==> src/adcseq_pkg.sv <==
// Constants and types shared by the conversion sequencer files
package adcseq_pkg;
  // ----------------------------------------------------------------
  // Timing
  // ----------------------------------------------------------------
  localparam int CLK_PERIOD_NS = 40; // Oscillator period at 25 MHz
  localparam int TCY_NS = 160; // Instruction cycle, four osc periods
  localparam int TCY_CYCLES = (TCY_NS + CLK_PERIOD_NS - 1) / CLK_PERIOD_NS;
  localparam int RC_TAD_NS = 4000; // Typical RC conversion period
  localparam int RC_TAD_CYCLES = RC_TAD_NS / CLK_PERIOD_NS;
  localparam int DIV2_CYCLES = 2;
  localparam int DIV8_CYCLES = 8;
  localparam int DIV32_CYCLES = 32;
  localparam logic [3:0] LAST_CONV_TICK = 4'ha; // 11 periods after first
  localparam logic [3:0] POST_TADS = 4'h2; // Wait after end or abort
  // ----------------------------------------------------------------
  // Register indices, byte address is four times the index
  // ----------------------------------------------------------------
  localparam logic [7:0] IDX_PORT = 8'h05;
  localparam logic [7:0] IDX_RESULT_HIGH = 8'h1e;
  localparam logic [7:0] IDX_CONTROL = 8'h1f;
  localparam logic [7:0] IDX_RESULT_LOW = 8'h9e;
  localparam logic [7:0] IDX_PORT_CONFIG = 8'h9f;
  localparam logic [7:0] IDX_IRQ = 8'hc0;
  localparam logic [7:0] IDX_ANALOG_MASK = 8'hc1;
  // ----------------------------------------------------------------
  // Field positions, write masks and reset values
  // ----------------------------------------------------------------
  localparam int CTL_CLK_LSB = 6;
  localparam int CTL_CHAN_LSB = 3;
  localparam int CTL_GO_BIT = 2;
  localparam int CTL_ON_BIT = 0;
  localparam int CFG_JUSTIFY_BIT = 7;
  localparam int IRQ_FLAG_BIT = 0;
  localparam int IRQ_EN_BIT = 1;
  localparam int IRQ_GIE_BIT = 2;
  localparam logic [7:0] CTL_WMASK = 8'hfd;
  localparam logic [7:0] CFG_WMASK = 8'h8f;
  localparam logic [7:0] CTL_RESET = 8'h00;
  localparam logic [7:0] CFG_RESET = 8'h00;
  localparam logic [7:0] MASK_RESET = 8'hff;
  // Conversion clock choices
  typedef enum logic [1:0] {
    ADCSEQ_CLK_DIV2 = 2'h0,
    ADCSEQ_CLK_DIV8 = 2'h1,
    ADCSEQ_CLK_DIV32 = 2'h2,
    ADCSEQ_CLK_RC = 2'h3
  } adcseq_clksel_t;
  // Sequencer states, one-hot
  typedef enum logic [4:0] {
    ADCSEQ_IDLE = 5'h01,
    ADCSEQ_DELAY = 5'h02,
    ADCSEQ_FIRST = 5'h04,
    ADCSEQ_CONV = 5'h08,
    ADCSEQ_WAIT = 5'h10
  } adcseq_state_t;
endpackage : adcseq_pkg

==> src/adcseq_top.sv <==
// Successive-approximation converter sequencer with APB registers
// What this block does
// - Completion loads result, clears go, sets flag
// - Two periods, hold disconnected, before acquisition
// - Conversion takes at least twelve periods
// - Clock select picks 2, 8, 32 or RC
// - Port reads zero on analog pins
// - Conversion ignores channel and direction settings
// - Clearing go aborts, result pair unchanged
// - After abort wait two periods, reacquire
// - First segment between Tcy and one period
// - Justify select places result, zero fill
// - Result bytes are plain storage when off
// - RC clock delays start one instruction cycle
// - Sleep conversion only with RC clock
// - Enabled completion in sleep wakes device
// - Hold capacitor never discharged between conversions
// - Control layout fixed, bit one reads zero
// - Sleep with non-RC clock aborts, powers down
// - Reset turns converter off, aborts conversion
`timescale 1ns/1ps
module adcseq_top #(
  parameter int RC_CYCLES = adcseq_pkg::RC_TAD_CYCLES
) (
  input wire logic ref_clk,
  input wire logic reset,
  input wire logic psel,
  input wire logic penable,
  input wire logic pwrite,
  input wire logic [9:0] paddr,
  input wire logic [31:0] pwdata,
  output logic [31:0] prdata,
  output logic pready,
  output logic pslverr,
  input wire logic [7:0] port_pins,
  input wire logic comparator_in,
  input wire logic sleep_mode,
  output logic [9:0] dac_code,
  output logic [2:0] channel_sel,
  output logic hold_connect,
  output logic module_active,
  output logic conv_done_irq,
  output logic wake_req
);
  // ----------------------------------------------------------------
  // State
  // ----------------------------------------------------------------
  typedef struct packed {
    adcseq_pkg::adcseq_state_t st; // Sequencer state
    logic [7:0] ctrl; // converter_control_reg
    logic [7:0] cfg; // converter_port_config
    logic [7:0] amask; // One marks an analog pin
    logic [7:0] res_hi; // result_high_byte
    logic [7:0] res_lo; // result_low_byte
    logic irqf; // conversion_done_irq_flag
    logic irqe; // conversion_irq_enable
    logic global_irq_enable; // global_irq_enable
    logic [9:0] sar; // Trial code
    logic [3:0] cnt; // Periods counted in state
    logic [2:0] instruction_cycle_time; // Cycles counted in state
    logic restart; // Realign the period divider
    logic pready; // APB answer
    logic pslverr; // Unmapped access
    logic [7:0] prdata; // Read data, low byte
    logic hold; // Hold capacitor connected
    logic active; // Module powered
    logic irq; // Interrupt request
    logic wake; // Wake from sleep
    logic [7:0] pin_s1; // Pin synchroniser, first stage
    logic [7:0] pin_s2; // Pin synchroniser, second stage
    logic cmp_s1; // Comparator synchroniser, first stage
    logic cmp_s2; // Comparator synchroniser, second stage
  } adcseq_state_all_t;
  adcseq_state_all_t s_reg;
  adcseq_state_all_t s_next;
  logic tad_tick; // Raw period tick
  logic tk; // Tick valid in current state
  logic [7:0] idx; // Register index
  logic acc; // Access phase
  logic wr_en; // Write takes effect this edge
  logic [7:0] wd; // Write data byte
  logic busy; // Conversion under way
  logic is_rc; // RC clock selected
  logic done_evt; // Conversion completes this edge
  logic abort_evt; // Conversion aborted this edge
  logic [9:0] final_code; // Code after last decision
  logic [15:0] pair; // Justified result
  logic mapped; // Index decodes
  logic [7:0] rd; // Read mux
  // ----------------------------------------------------------------
  // Period divider
  // ----------------------------------------------------------------
  adcseq_tad_gen #(
    .RC_CYCLES(RC_CYCLES)
  ) u_tad (
    .ref_clk(ref_clk),
    .reset(reset),
    .restart(s_reg.restart),
    .sel(adcseq_pkg::adcseq_clksel_t'(s_reg.ctrl[7:6])),
    .tick(tad_tick)
  );
  // ----------------------------------------------------------------
  // Decode
  // ----------------------------------------------------------------
  // A tick left over from before a restart is not trusted
  assign tk = tad_tick & ~s_reg.restart;
  assign idx = paddr[9:2];
  assign acc = psel & penable;
  assign wr_en = acc & pwrite & s_reg.pready;
  assign wd = pwdata[7:0];
  assign busy = (s_reg.st == adcseq_pkg::ADCSEQ_DELAY)
    | (s_reg.st == adcseq_pkg::ADCSEQ_FIRST)
    | (s_reg.st == adcseq_pkg::ADCSEQ_CONV);
  assign is_rc = s_reg.ctrl[7:6] == adcseq_pkg::ADCSEQ_CLK_RC;
  assign done_evt = (s_reg.st == adcseq_pkg::ADCSEQ_CONV) & tk
    & (s_reg.cnt == adcseq_pkg::LAST_CONV_TICK);
  // Last decision folds into the stored code
  assign final_code = s_reg.cmp_s2 ? s_reg.sar
    : (s_reg.sar & ~10'h001);
  // Right justified when the select is set
  assign pair = s_reg.cfg[adcseq_pkg::CFG_JUSTIFY_BIT]
    ? {6'h00, final_code} : {final_code, 6'h00};
  // Read multiplexer
  always_comb
  begin
    mapped = 1'b1;
    unique case (idx)
      adcseq_pkg::IDX_PORT: rd = s_reg.pin_s2 & ~s_reg.amask;
      adcseq_pkg::IDX_RESULT_HIGH: rd = s_reg.res_hi;
      adcseq_pkg::IDX_CONTROL: rd = s_reg.ctrl;
      adcseq_pkg::IDX_RESULT_LOW: rd = s_reg.res_lo;
      adcseq_pkg::IDX_PORT_CONFIG: rd = s_reg.cfg;
      adcseq_pkg::IDX_IRQ: rd = {5'h00, s_reg.global_irq_enable, s_reg.irqe, s_reg.irqf};
      adcseq_pkg::IDX_ANALOG_MASK: rd = s_reg.amask;
      default:
      begin
        // Unmapped reads zero and flags an error
        rd = 8'h00;
        mapped = 1'b0;
      end
    endcase
  end
  // ----------------------------------------------------------------
  // Next state
  // ----------------------------------------------------------------
  always_comb
  begin
    s_next = s_reg;
    abort_evt = 1'b0;
    s_next.restart = 1'b0;
    s_next.pin_s1 = port_pins;
    s_next.pin_s2 = s_reg.pin_s1;
    s_next.cmp_s1 = comparator_in;
    s_next.cmp_s2 = s_reg.cmp_s1;
    if (s_reg.instruction_cycle_time != 3'(adcseq_pkg::TCY_CYCLES - 1))
      s_next.instruction_cycle_time = s_reg.instruction_cycle_time + 3'h1;
    // APB: one wait state, then the transfer completes
    s_next.pready = acc & ~s_reg.pready;
    if (acc & ~s_reg.pready)
    begin
      s_next.prdata = pwrite ? 8'h00 : rd;
      s_next.pslverr = ~mapped;
    end
    else
    begin
      s_next.pslverr = 1'b0;
    end
    // Register writes
    if (wr_en)
    begin
      unique case (idx)
        adcseq_pkg::IDX_CONTROL:
        begin
          // Bit one stays zero
          s_next.ctrl = wd & adcseq_pkg::CTL_WMASK;
          // Go only latches while already powered
          if (!s_reg.ctrl[adcseq_pkg::CTL_ON_BIT])
            s_next.ctrl[adcseq_pkg::CTL_GO_BIT] = 1'b0;
        end
        adcseq_pkg::IDX_PORT_CONFIG: s_next.cfg = wd & adcseq_pkg::CFG_WMASK;
        // Result bytes always writable, completion overrides
        adcseq_pkg::IDX_RESULT_HIGH: s_next.res_hi = wd;
        adcseq_pkg::IDX_RESULT_LOW: s_next.res_lo = wd;
        adcseq_pkg::IDX_IRQ:
        begin
          s_next.irqf = wd[adcseq_pkg::IRQ_FLAG_BIT];
          s_next.irqe = wd[adcseq_pkg::IRQ_EN_BIT];
          s_next.global_irq_enable = wd[adcseq_pkg::IRQ_GIE_BIT];
        end
        adcseq_pkg::IDX_ANALOG_MASK: s_next.amask = wd;
        default:
        begin
          // Unmapped write is dropped
        end
      endcase
    end
    // Sequencer
    unique case (s_reg.st)
      adcseq_pkg::ADCSEQ_IDLE:
      begin
        // Acquiring on the selected channel
        if (s_next.ctrl[adcseq_pkg::CTL_GO_BIT]
            & s_reg.ctrl[adcseq_pkg::CTL_ON_BIT])
        begin
          s_next.instruction_cycle_time = 3'h0;
          s_next.restart = 1'b1;
          if (s_next.ctrl[7:6] == adcseq_pkg::ADCSEQ_CLK_RC)
            s_next.st = adcseq_pkg::ADCSEQ_DELAY;
          else
            s_next.st = adcseq_pkg::ADCSEQ_FIRST;
        end
      end
      adcseq_pkg::ADCSEQ_DELAY:
      begin
        // One instruction cycle lets a sleep take hold first
        if (s_reg.instruction_cycle_time == 3'(adcseq_pkg::TCY_CYCLES - 1))
        begin
          s_next.st = adcseq_pkg::ADCSEQ_FIRST;
          s_next.instruction_cycle_time = 3'h0;
          s_next.restart = 1'b1;
        end
      end
      adcseq_pkg::ADCSEQ_FIRST:
      begin
        // Ends at the first period end, no earlier than Tcy
        if (tk & (s_reg.instruction_cycle_time == 3'(adcseq_pkg::TCY_CYCLES - 1)))
        begin
          s_next.st = adcseq_pkg::ADCSEQ_CONV;
          s_next.cnt = 4'h0;
          s_next.sar = 10'h200;
        end
      end
      adcseq_pkg::ADCSEQ_CONV:
      begin
        // Channel and direction bits are not consulted here
        if (done_evt)
        begin
          // Set of the flag wins over a software clear
          {s_next.res_hi, s_next.res_lo} = pair;
          s_next.ctrl[adcseq_pkg::CTL_GO_BIT] = 1'b0;
          s_next.irqf = 1'b1;
          s_next.sar = final_code;
          s_next.st = adcseq_pkg::ADCSEQ_WAIT;
          s_next.cnt = 4'h0;
          s_next.restart = 1'b1;
        end
        else if (tk)
        begin
          // One decision per period while the count is below nine, msb first
          s_next.cnt = s_reg.cnt + 4'h1;
          if (s_reg.cnt < 4'h9)
          begin
            if (!s_reg.cmp_s2)
              s_next.sar[4'h9 - s_reg.cnt] = 1'b0;
            s_next.sar[4'h8 - s_reg.cnt] = 1'b1;
          end
        end
      end
      adcseq_pkg::ADCSEQ_WAIT:
      begin
        // Hold stays disconnected, keeps its charge
        if (tk)
          s_next.cnt = s_reg.cnt + 4'h1;
        if (tk & (s_reg.cnt == adcseq_pkg::POST_TADS - 4'h1))
          s_next.st = adcseq_pkg::ADCSEQ_IDLE;
      end
    endcase
    // Aborts: software clear, power off, sleep off the RC clock
    // Completion clears go itself and must not count as an abort
    if (busy & ~done_evt & (~s_next.ctrl[adcseq_pkg::CTL_GO_BIT]
        | ~s_next.ctrl[adcseq_pkg::CTL_ON_BIT]
        | (sleep_mode & ~is_rc)))
    begin
      abort_evt = 1'b1;
      s_next.ctrl[adcseq_pkg::CTL_GO_BIT] = 1'b0;
      s_next.st = adcseq_pkg::ADCSEQ_WAIT;
      s_next.cnt = 4'h0;
      s_next.restart = 1'b1;
    end
    // Outputs, registered from the next state, so in step with the state they show
    s_next.hold = (s_next.st == adcseq_pkg::ADCSEQ_IDLE)
      & s_next.ctrl[adcseq_pkg::CTL_ON_BIT];
    s_next.active = s_next.ctrl[adcseq_pkg::CTL_ON_BIT]
      & ~(sleep_mode & ~is_rc);
    s_next.irq = s_next.irqf & s_next.irqe & s_next.global_irq_enable;
    s_next.wake = sleep_mode & s_next.irqf & s_next.irqe;
  end
  // ----------------------------------------------------------------
  // State register
  // ----------------------------------------------------------------
  // Reset powers the converter off and drops any conversion
  always_ff @(posedge ref_clk or posedge reset)
  begin
    if (reset)
    begin
      s_reg <= '0;
      s_reg.st <= adcseq_pkg::ADCSEQ_IDLE;
      s_reg.ctrl <= adcseq_pkg::CTL_RESET;
      s_reg.cfg <= adcseq_pkg::CFG_RESET;
      s_reg.amask <= adcseq_pkg::MASK_RESET;
    end
    else
    begin
      s_reg <= s_next;
    end
  end
  assign prdata = {24'h000000, s_reg.prdata};
  assign pready = s_reg.pready;
  assign pslverr = s_reg.pslverr;
  assign dac_code = s_reg.sar;
  assign channel_sel = s_reg.ctrl[5:3];
  assign hold_connect = s_reg.hold;
  assign module_active = s_reg.active;
  assign conv_done_irq = s_reg.irq;
  assign wake_req = s_reg.wake;
  // ----------------------------------------------------------------
  // Assertions
  // ----------------------------------------------------------------
  AST_DONE_CLEARS_GO: assert property (
    @(posedge ref_clk) disable iff (reset)
    done_evt |=> !s_reg.ctrl[adcseq_pkg::CTL_GO_BIT] && s_reg.irqf
      && s_reg.st == adcseq_pkg::ADCSEQ_WAIT)
    else $error("completion did not clear go or set flag");
  AST_JUSTIFY: assert property (
    @(posedge ref_clk) disable iff (reset)
    done_evt |=> {s_reg.res_hi, s_reg.res_lo}
      == ($past(s_reg.cfg[adcseq_pkg::CFG_JUSTIFY_BIT])
      ? {6'h00, $past(final_code)} : {$past(final_code), 6'h00}))
    else $error("result pair not justified as selected");
  AST_BIT1_ZERO: assert property (
    @(posedge ref_clk) disable iff (reset)
    !s_reg.ctrl[1])
    else $error("control bit one not zero");
  AST_PORT_ZERO: assert property (
    @(posedge ref_clk) disable iff (reset)
    acc && !s_reg.pready && !pwrite && idx == adcseq_pkg::IDX_PORT
      |=> (s_reg.prdata & $past(s_reg.amask)) == 8'h00)
    else $error("analog pin read nonzero");
  AST_ABORT_KEEP: assert property (
    @(posedge ref_clk) disable iff (reset)
    abort_evt && !wr_en |=> $stable(s_reg.res_hi) && $stable(s_reg.res_lo))
    else $error("abort changed result pair");
  AST_WAIT_HOLD: assert property (
    @(posedge ref_clk) disable iff (reset)
    $rose(s_reg.st == adcseq_pkg::ADCSEQ_WAIT) |=> !s_reg.hold [*2])
    else $error("hold connected during post wait");
  AST_RC_DELAY: assert property (
    @(posedge ref_clk) disable iff (reset)
    $rose(s_reg.st == adcseq_pkg::ADCSEQ_DELAY)
      |-> (s_reg.st != adcseq_pkg::ADCSEQ_FIRST) [*4])
    else $error("RC start not delayed one instruction cycle");
  AST_FIRST_MIN: assert property (
    @(posedge ref_clk) disable iff (reset)
    $rose(s_reg.st == adcseq_pkg::ADCSEQ_FIRST)
      |-> (s_reg.st != adcseq_pkg::ADCSEQ_CONV) [*4])
    else $error("first segment shorter than Tcy");
  AST_SLEEP_ABORT: assert property (
    @(posedge ref_clk) disable iff (reset)
    busy && sleep_mode && !is_rc |=> s_reg.st == adcseq_pkg::ADCSEQ_WAIT
      ##1 !s_reg.active)
    else $error("sleep did not abort non-RC conversion");
  AST_WAKE: assert property (
    @(posedge ref_clk) disable iff (reset)
    done_evt && sleep_mode && s_reg.irqe ##1 sleep_mode |-> s_reg.wake)
    else $error("no wake on completion in sleep");
endmodule : adcseq_top

==> src/adcseq_tad_gen.sv <==
// Per-bit conversion period tick generator
`timescale 1ns/1ps
module adcseq_tad_gen #(
  parameter int RC_CYCLES = adcseq_pkg::RC_TAD_CYCLES
) (
  input wire logic ref_clk,
  input wire logic reset,
  input wire logic restart,
  input wire adcseq_pkg::adcseq_clksel_t sel,
  output logic tick
);
  // ----------------------------------------------------------------
  // Checks and state
  // ----------------------------------------------------------------
  if (RC_CYCLES < 2 || RC_CYCLES > 128)
  begin : g_bad_rc
    $error("RC_CYCLES must lie in 2..128");
  end
  typedef struct packed {
    logic [6:0] cnt; // Cycles into current period
    logic tick; // One-cycle period pulse
  } adcseq_tg_t;
  adcseq_tg_t s_reg;
  adcseq_tg_t s_next;
  logic [6:0] last; // Final count of the period
  // ----------------------------------------------------------------
  // Period selection and counting
  // ----------------------------------------------------------------
  // Slower rates are enables, the whole block stays on one clock
  always_comb
  begin
    unique case (sel)
      adcseq_pkg::ADCSEQ_CLK_DIV2: last = 7'(adcseq_pkg::DIV2_CYCLES - 1);
      adcseq_pkg::ADCSEQ_CLK_DIV8: last = 7'(adcseq_pkg::DIV8_CYCLES - 1);
      adcseq_pkg::ADCSEQ_CLK_DIV32: last = 7'(adcseq_pkg::DIV32_CYCLES - 1);
      adcseq_pkg::ADCSEQ_CLK_RC: last = 7'(RC_CYCLES - 1);
    endcase
    s_next = s_reg;
    s_next.tick = 1'b0;
    if (restart)
    begin
      // Restart aligns the first period to the start event; starting at
      // two pays for the restart and tick registers, so the first tick
      // is seen one full period after the start, or three cycles after it for the two-cycle period
      s_next.cnt = 7'h02;
    end
    else if (s_reg.cnt >= last)
    begin
      s_next.cnt = 7'h00;
      s_next.tick = 1'b1;
    end
    else
    begin
      s_next.cnt = s_reg.cnt + 7'h01;
    end
  end
  // State register
  always_ff @(posedge ref_clk or posedge reset)
  begin
    if (reset)
      s_reg <= '0;
    else
      s_reg <= s_next;
  end
  assign tick = s_reg.tick;
endmodule : adcseq_tad_gen

==> config.mk <==
export PLATFORM = sky130hd
export DESIGN_NAME = adcseq_top
export DESIGN_NICKNAME = d
export VERILOG_FILES = /design/src/adcseq_pkg.sv /design/src/adcseq_top.sv /design/src/adcseq_tad_gen.sv
export SDC_FILE = /design/constraint.sdc
export NUM_CORES = 1
export LEC_CHECK = 0
export ABC_AREA = 1
export BUFFER_PORTS_ARGS = -buffer_cell sky130_fd_sc_hd__buf_2
export CAP_MARGIN = 10
export CORE_ASPECT_RATIO = 1.1
export CORE_MARGIN = 2
export CORE_UTILIZATION = 48
export CTS_BUF_LIST = sky130_fd_sc_hd__clkbuf_16
export DETAILED_ROUTE_END_ITERATION = 10
export GPL_ROUTABILITY_DRIVEN = 0
export PLACE_DENSITY_LB_ADDON = 0.15
export SLEW_MARGIN = 5
export SYNTH_ARGS = -nofsm -noshare
export SYNTH_HDL_FRONTEND = slang
export SYNTH_SLANG_ARGS = --single-unit
export TNS_END_PERCENT = 100
==> constraint.sdc <==
create_clock -name ref_clk -period 3 [get_ports ref_clk]
set_input_delay 0.3 -clock ref_clk [delete_from_list [all_inputs] [get_ports ref_clk]]
set_output_delay 0.3 -clock ref_clk [all_outputs]
set_load 0.02 [all_outputs]
==> impl_metrics.csv <==
group,metric,value,unit
global_route,grt_pass1_wl,21710,um
sta,fin_crit,2.206,ns
drt,met3_length,580,um
yosys,yosysTopAreaCell,"dfrtp_1",
clocking,clockBufferDepth,2,
place,hpwl,10060,um
sta,setup_viol,0,
sta,relSlewSlack,0.3326,
die,io_pins,108,
final_layout,diodes,0,
yosys,ys_seq_elements,102,
setup_path,arrival,2.49,ns
die,fp.dieW,107.5,um
sta,rsz0062_at_grt,"false",
final_layout,drive_gt1_frac,0.1570,
drt,num_vias,4567,
yosys,ys_warn_count,0,
clocking,clockRootBuffer,"clkbuf_16",
sta,fin_setup_tns,0,ns
power,peakVddDrop,0.2486,mV
die,core-area,11490,um^2
sta,drv_slew,0,
final_layout,fin_area,6148,um^2
drt,drtPass1Iterations,7,
sta,max_freq,453.4,MHz
drt,ant_nets,0,
drt,wl_per_cell,14.70,um
clocking,cts_sinks,102,
clocking,cts_made_buffers,9,
global_route,overflow,0,
worst_hold_path,worstHoldPathType,"input port to flip-flop",
yosys,yosysTopAreaCellShare,0.4114,
drt,topRoutingLayerUsed,"met4",
yosys,synth_cell_types,46,
drt,drc,0,
drt,via_per_inst,5.103,
clocking,cts_hold_buf,0,
sta,worst_clock_skew,0.01003,ns
yosys,syn_avg_cell_area,8.104,um^2
yosys,synth_area,5657,um^2
drt,drt_iter0_drc,306,
final_layout,stdcell_count,895,
place,dp_cells,879,
clocking,worstSkewPairLatency,0.36,ns
global_route,grt_max_degree,84,
final_layout,area_growth,8.693,%
yosys,synthArstFlopShare,1.000,
sta,layout_setup_ws,0.7943,ns
setup_path,crit_type,"flip-flop to flip-flop",
place,placed_cell_area,5862,um^2
setup_path,cp-start-kind,"flip-flop",
clocking,post_cts_resized,0,
yosys,synth_commonest_cells,"nand2_1, inv_1, dfrtp_1",
drt,wl_met1,5913,um
setup_path,end_kind,"flip-flop",
drt,drt_wl_total,13160,um
yosys,synth-seq-area-share,0.4532,
global_route,grt_use_total,0.2184,
power,p_per_area,469.1,nW/um^2
die,initial_utilization,0.4923,
yosys,synth_edf_count,0,
place,portBuffers,57,
final_layout,fill_cells,1090,
setup_path,required,3.28,ns
job,drv_cap,0,
global_route,antenna_found_initial,0,
final_layout,fin_nets,817,
clocking,cts_tree,"yes",
setup_path,path_max_fanout,18,
global_route,grt_pass1_vias,4469,
final_layout,largest_reg_flops,58,
sta,hold_viol_final,0,
clocking,cts_setup_buffers,0,
yosys,yosys_most_used_dff,"dfrtp_1",
clocking,htree_levels,3,
die,die_height,117.9,um
place,place_ws,0.8173,ns
sta,worstMarginPinSlew,1.001,ns
die,die-area,12670,um^2
drt,wl_met2,6467,um
sta,period_share,0.7352,
final_layout,post-route-util,0.5351,
power,leakagePower,3.164,nW
yosys,synthCells,698,
yosys,yosysMostFrequentCell,"nand2_1",
run_status,status,"complete, no violations",
clocking,cts.clk_slew.worst_paths,0.08,ns
die,rows,41,
yosys,synthTopCellsByArea,"dfrtp_1, nand2_1, inv_1",
cell usage in the layout (no fill, tap or decap), drive strengths merged:
| cell type | instances |
|---|---|
| nor2 | 63 |
| buf | 59 |
| xor2 | 5 |
| a211oi | 2 |
| o21ai | 73 |
| nor4 | 1 |
| nand3 | 37 |
| nand4 | 13 |
| nand3b | 1 |
| ha | 20 |
| xnor2 | 1 |
| nor3b | 1 |
| o32ai | 1 |
| o211ai | 1 |
| inv | 109 |
| mux2i | 1 |
| dfstp | 9 |
| nand2 | 141 |
| and2 | 1 |
| o41ai | 1 |
| a31oi | 1 |
| clkbuf | 9 |
| or2 | 2 |
| o2111ai | 2 |
| o22ai | 12 |
| clkinv | 4 |
| dfrtp | 93 |
| nor3 | 17 |
| a21boi | 2 |
| o211a | 1 |
| o21a | 1 |
| a21oi | 37 |
| conb | 24 |
where the power goes:
part | switching [W] | internal, W
sequential | 0.0000315 | 0.00142
combinational | 0.000202 | 0.0000875
clock | 0.000562 | 0.000583
total | 0.000795 | 0.00209
per-layer routing:
metal,up-vias,GRT usage
li1,2276,-
met1,2156,0.2861
met2,120,0.3683
met3,15,0.02713
met4,0,0.08013
met5,-,0
per-stage QoR:
stage	hold slack [ns]	power [W]
after floorplan	0.3312	0.001697
after global placement	0.3353	0.001759
after detailed placement	0.3347	0.001769
after CTS	0.03582	0.002919
after global routing	0.03542	0.003008
final	0.04299	0.002884
worst paths after layout:
kind / end / slack [ns] / start / cells after the start
setup / recovery: hold_connect / 0.79 / s_reg[36] / 10
hold / removal: s_next[4] / 0.04 / port_pins[2] / 1
setup reg to reg: hold_connect / 0.79 / s_reg[36] / 10
hold reg to reg: s_reg[5] / 0.35 / s_next[5] / 0
max in group asynchronous: s_reg[57] / 2.08 / reset / 3
min in group asynchronous: u_tad.s_reg[1] / 0.17 / reset / 2
final cells by class:
type                    instances  area, um^2  share of cell area
flip-flops and latches        102        2564              0.4170
multi-input cells             462        2409              0.3917
well taps                     150       187.7             0.03053
clock inverters                 7       61.31            0.009972
inverters                     106       401.6             0.06532
repair buffers                 59       300.3             0.04884
clock buffers                   9       225.2             0.03663
logic make-up (layout without fill, tap and decap cells):
kind of cell,count (synthesis),in the layout,share of synthesized area
multiplexers,1,1,0.001770
AND/OR/NAND/NOR,277,277,0.2263
flip-flops,102,102,0.4532
adder cells (fa/ha/maj),20,20,0.04424
other,1,24,0.0006629
buffers and inverters,157,181,0.1363
XOR/XNOR,6,6,0.009290
AO/OA/AOI/OAI,134,134,0.1283
critical path: stages, from the launching register on:
cell and delay, ns:
dfrtp_1 0.46, inv_1 0.21, ha_1 0.24, nand3_2 0.13, nor2_4 0.40, nor2_1 0.18
nand2_4 0.16, nand3_2 0.08, nor2_1 0.13, nand2_1 0.06, nor2_1 0.09
Power figures use the tool's default switching activity.
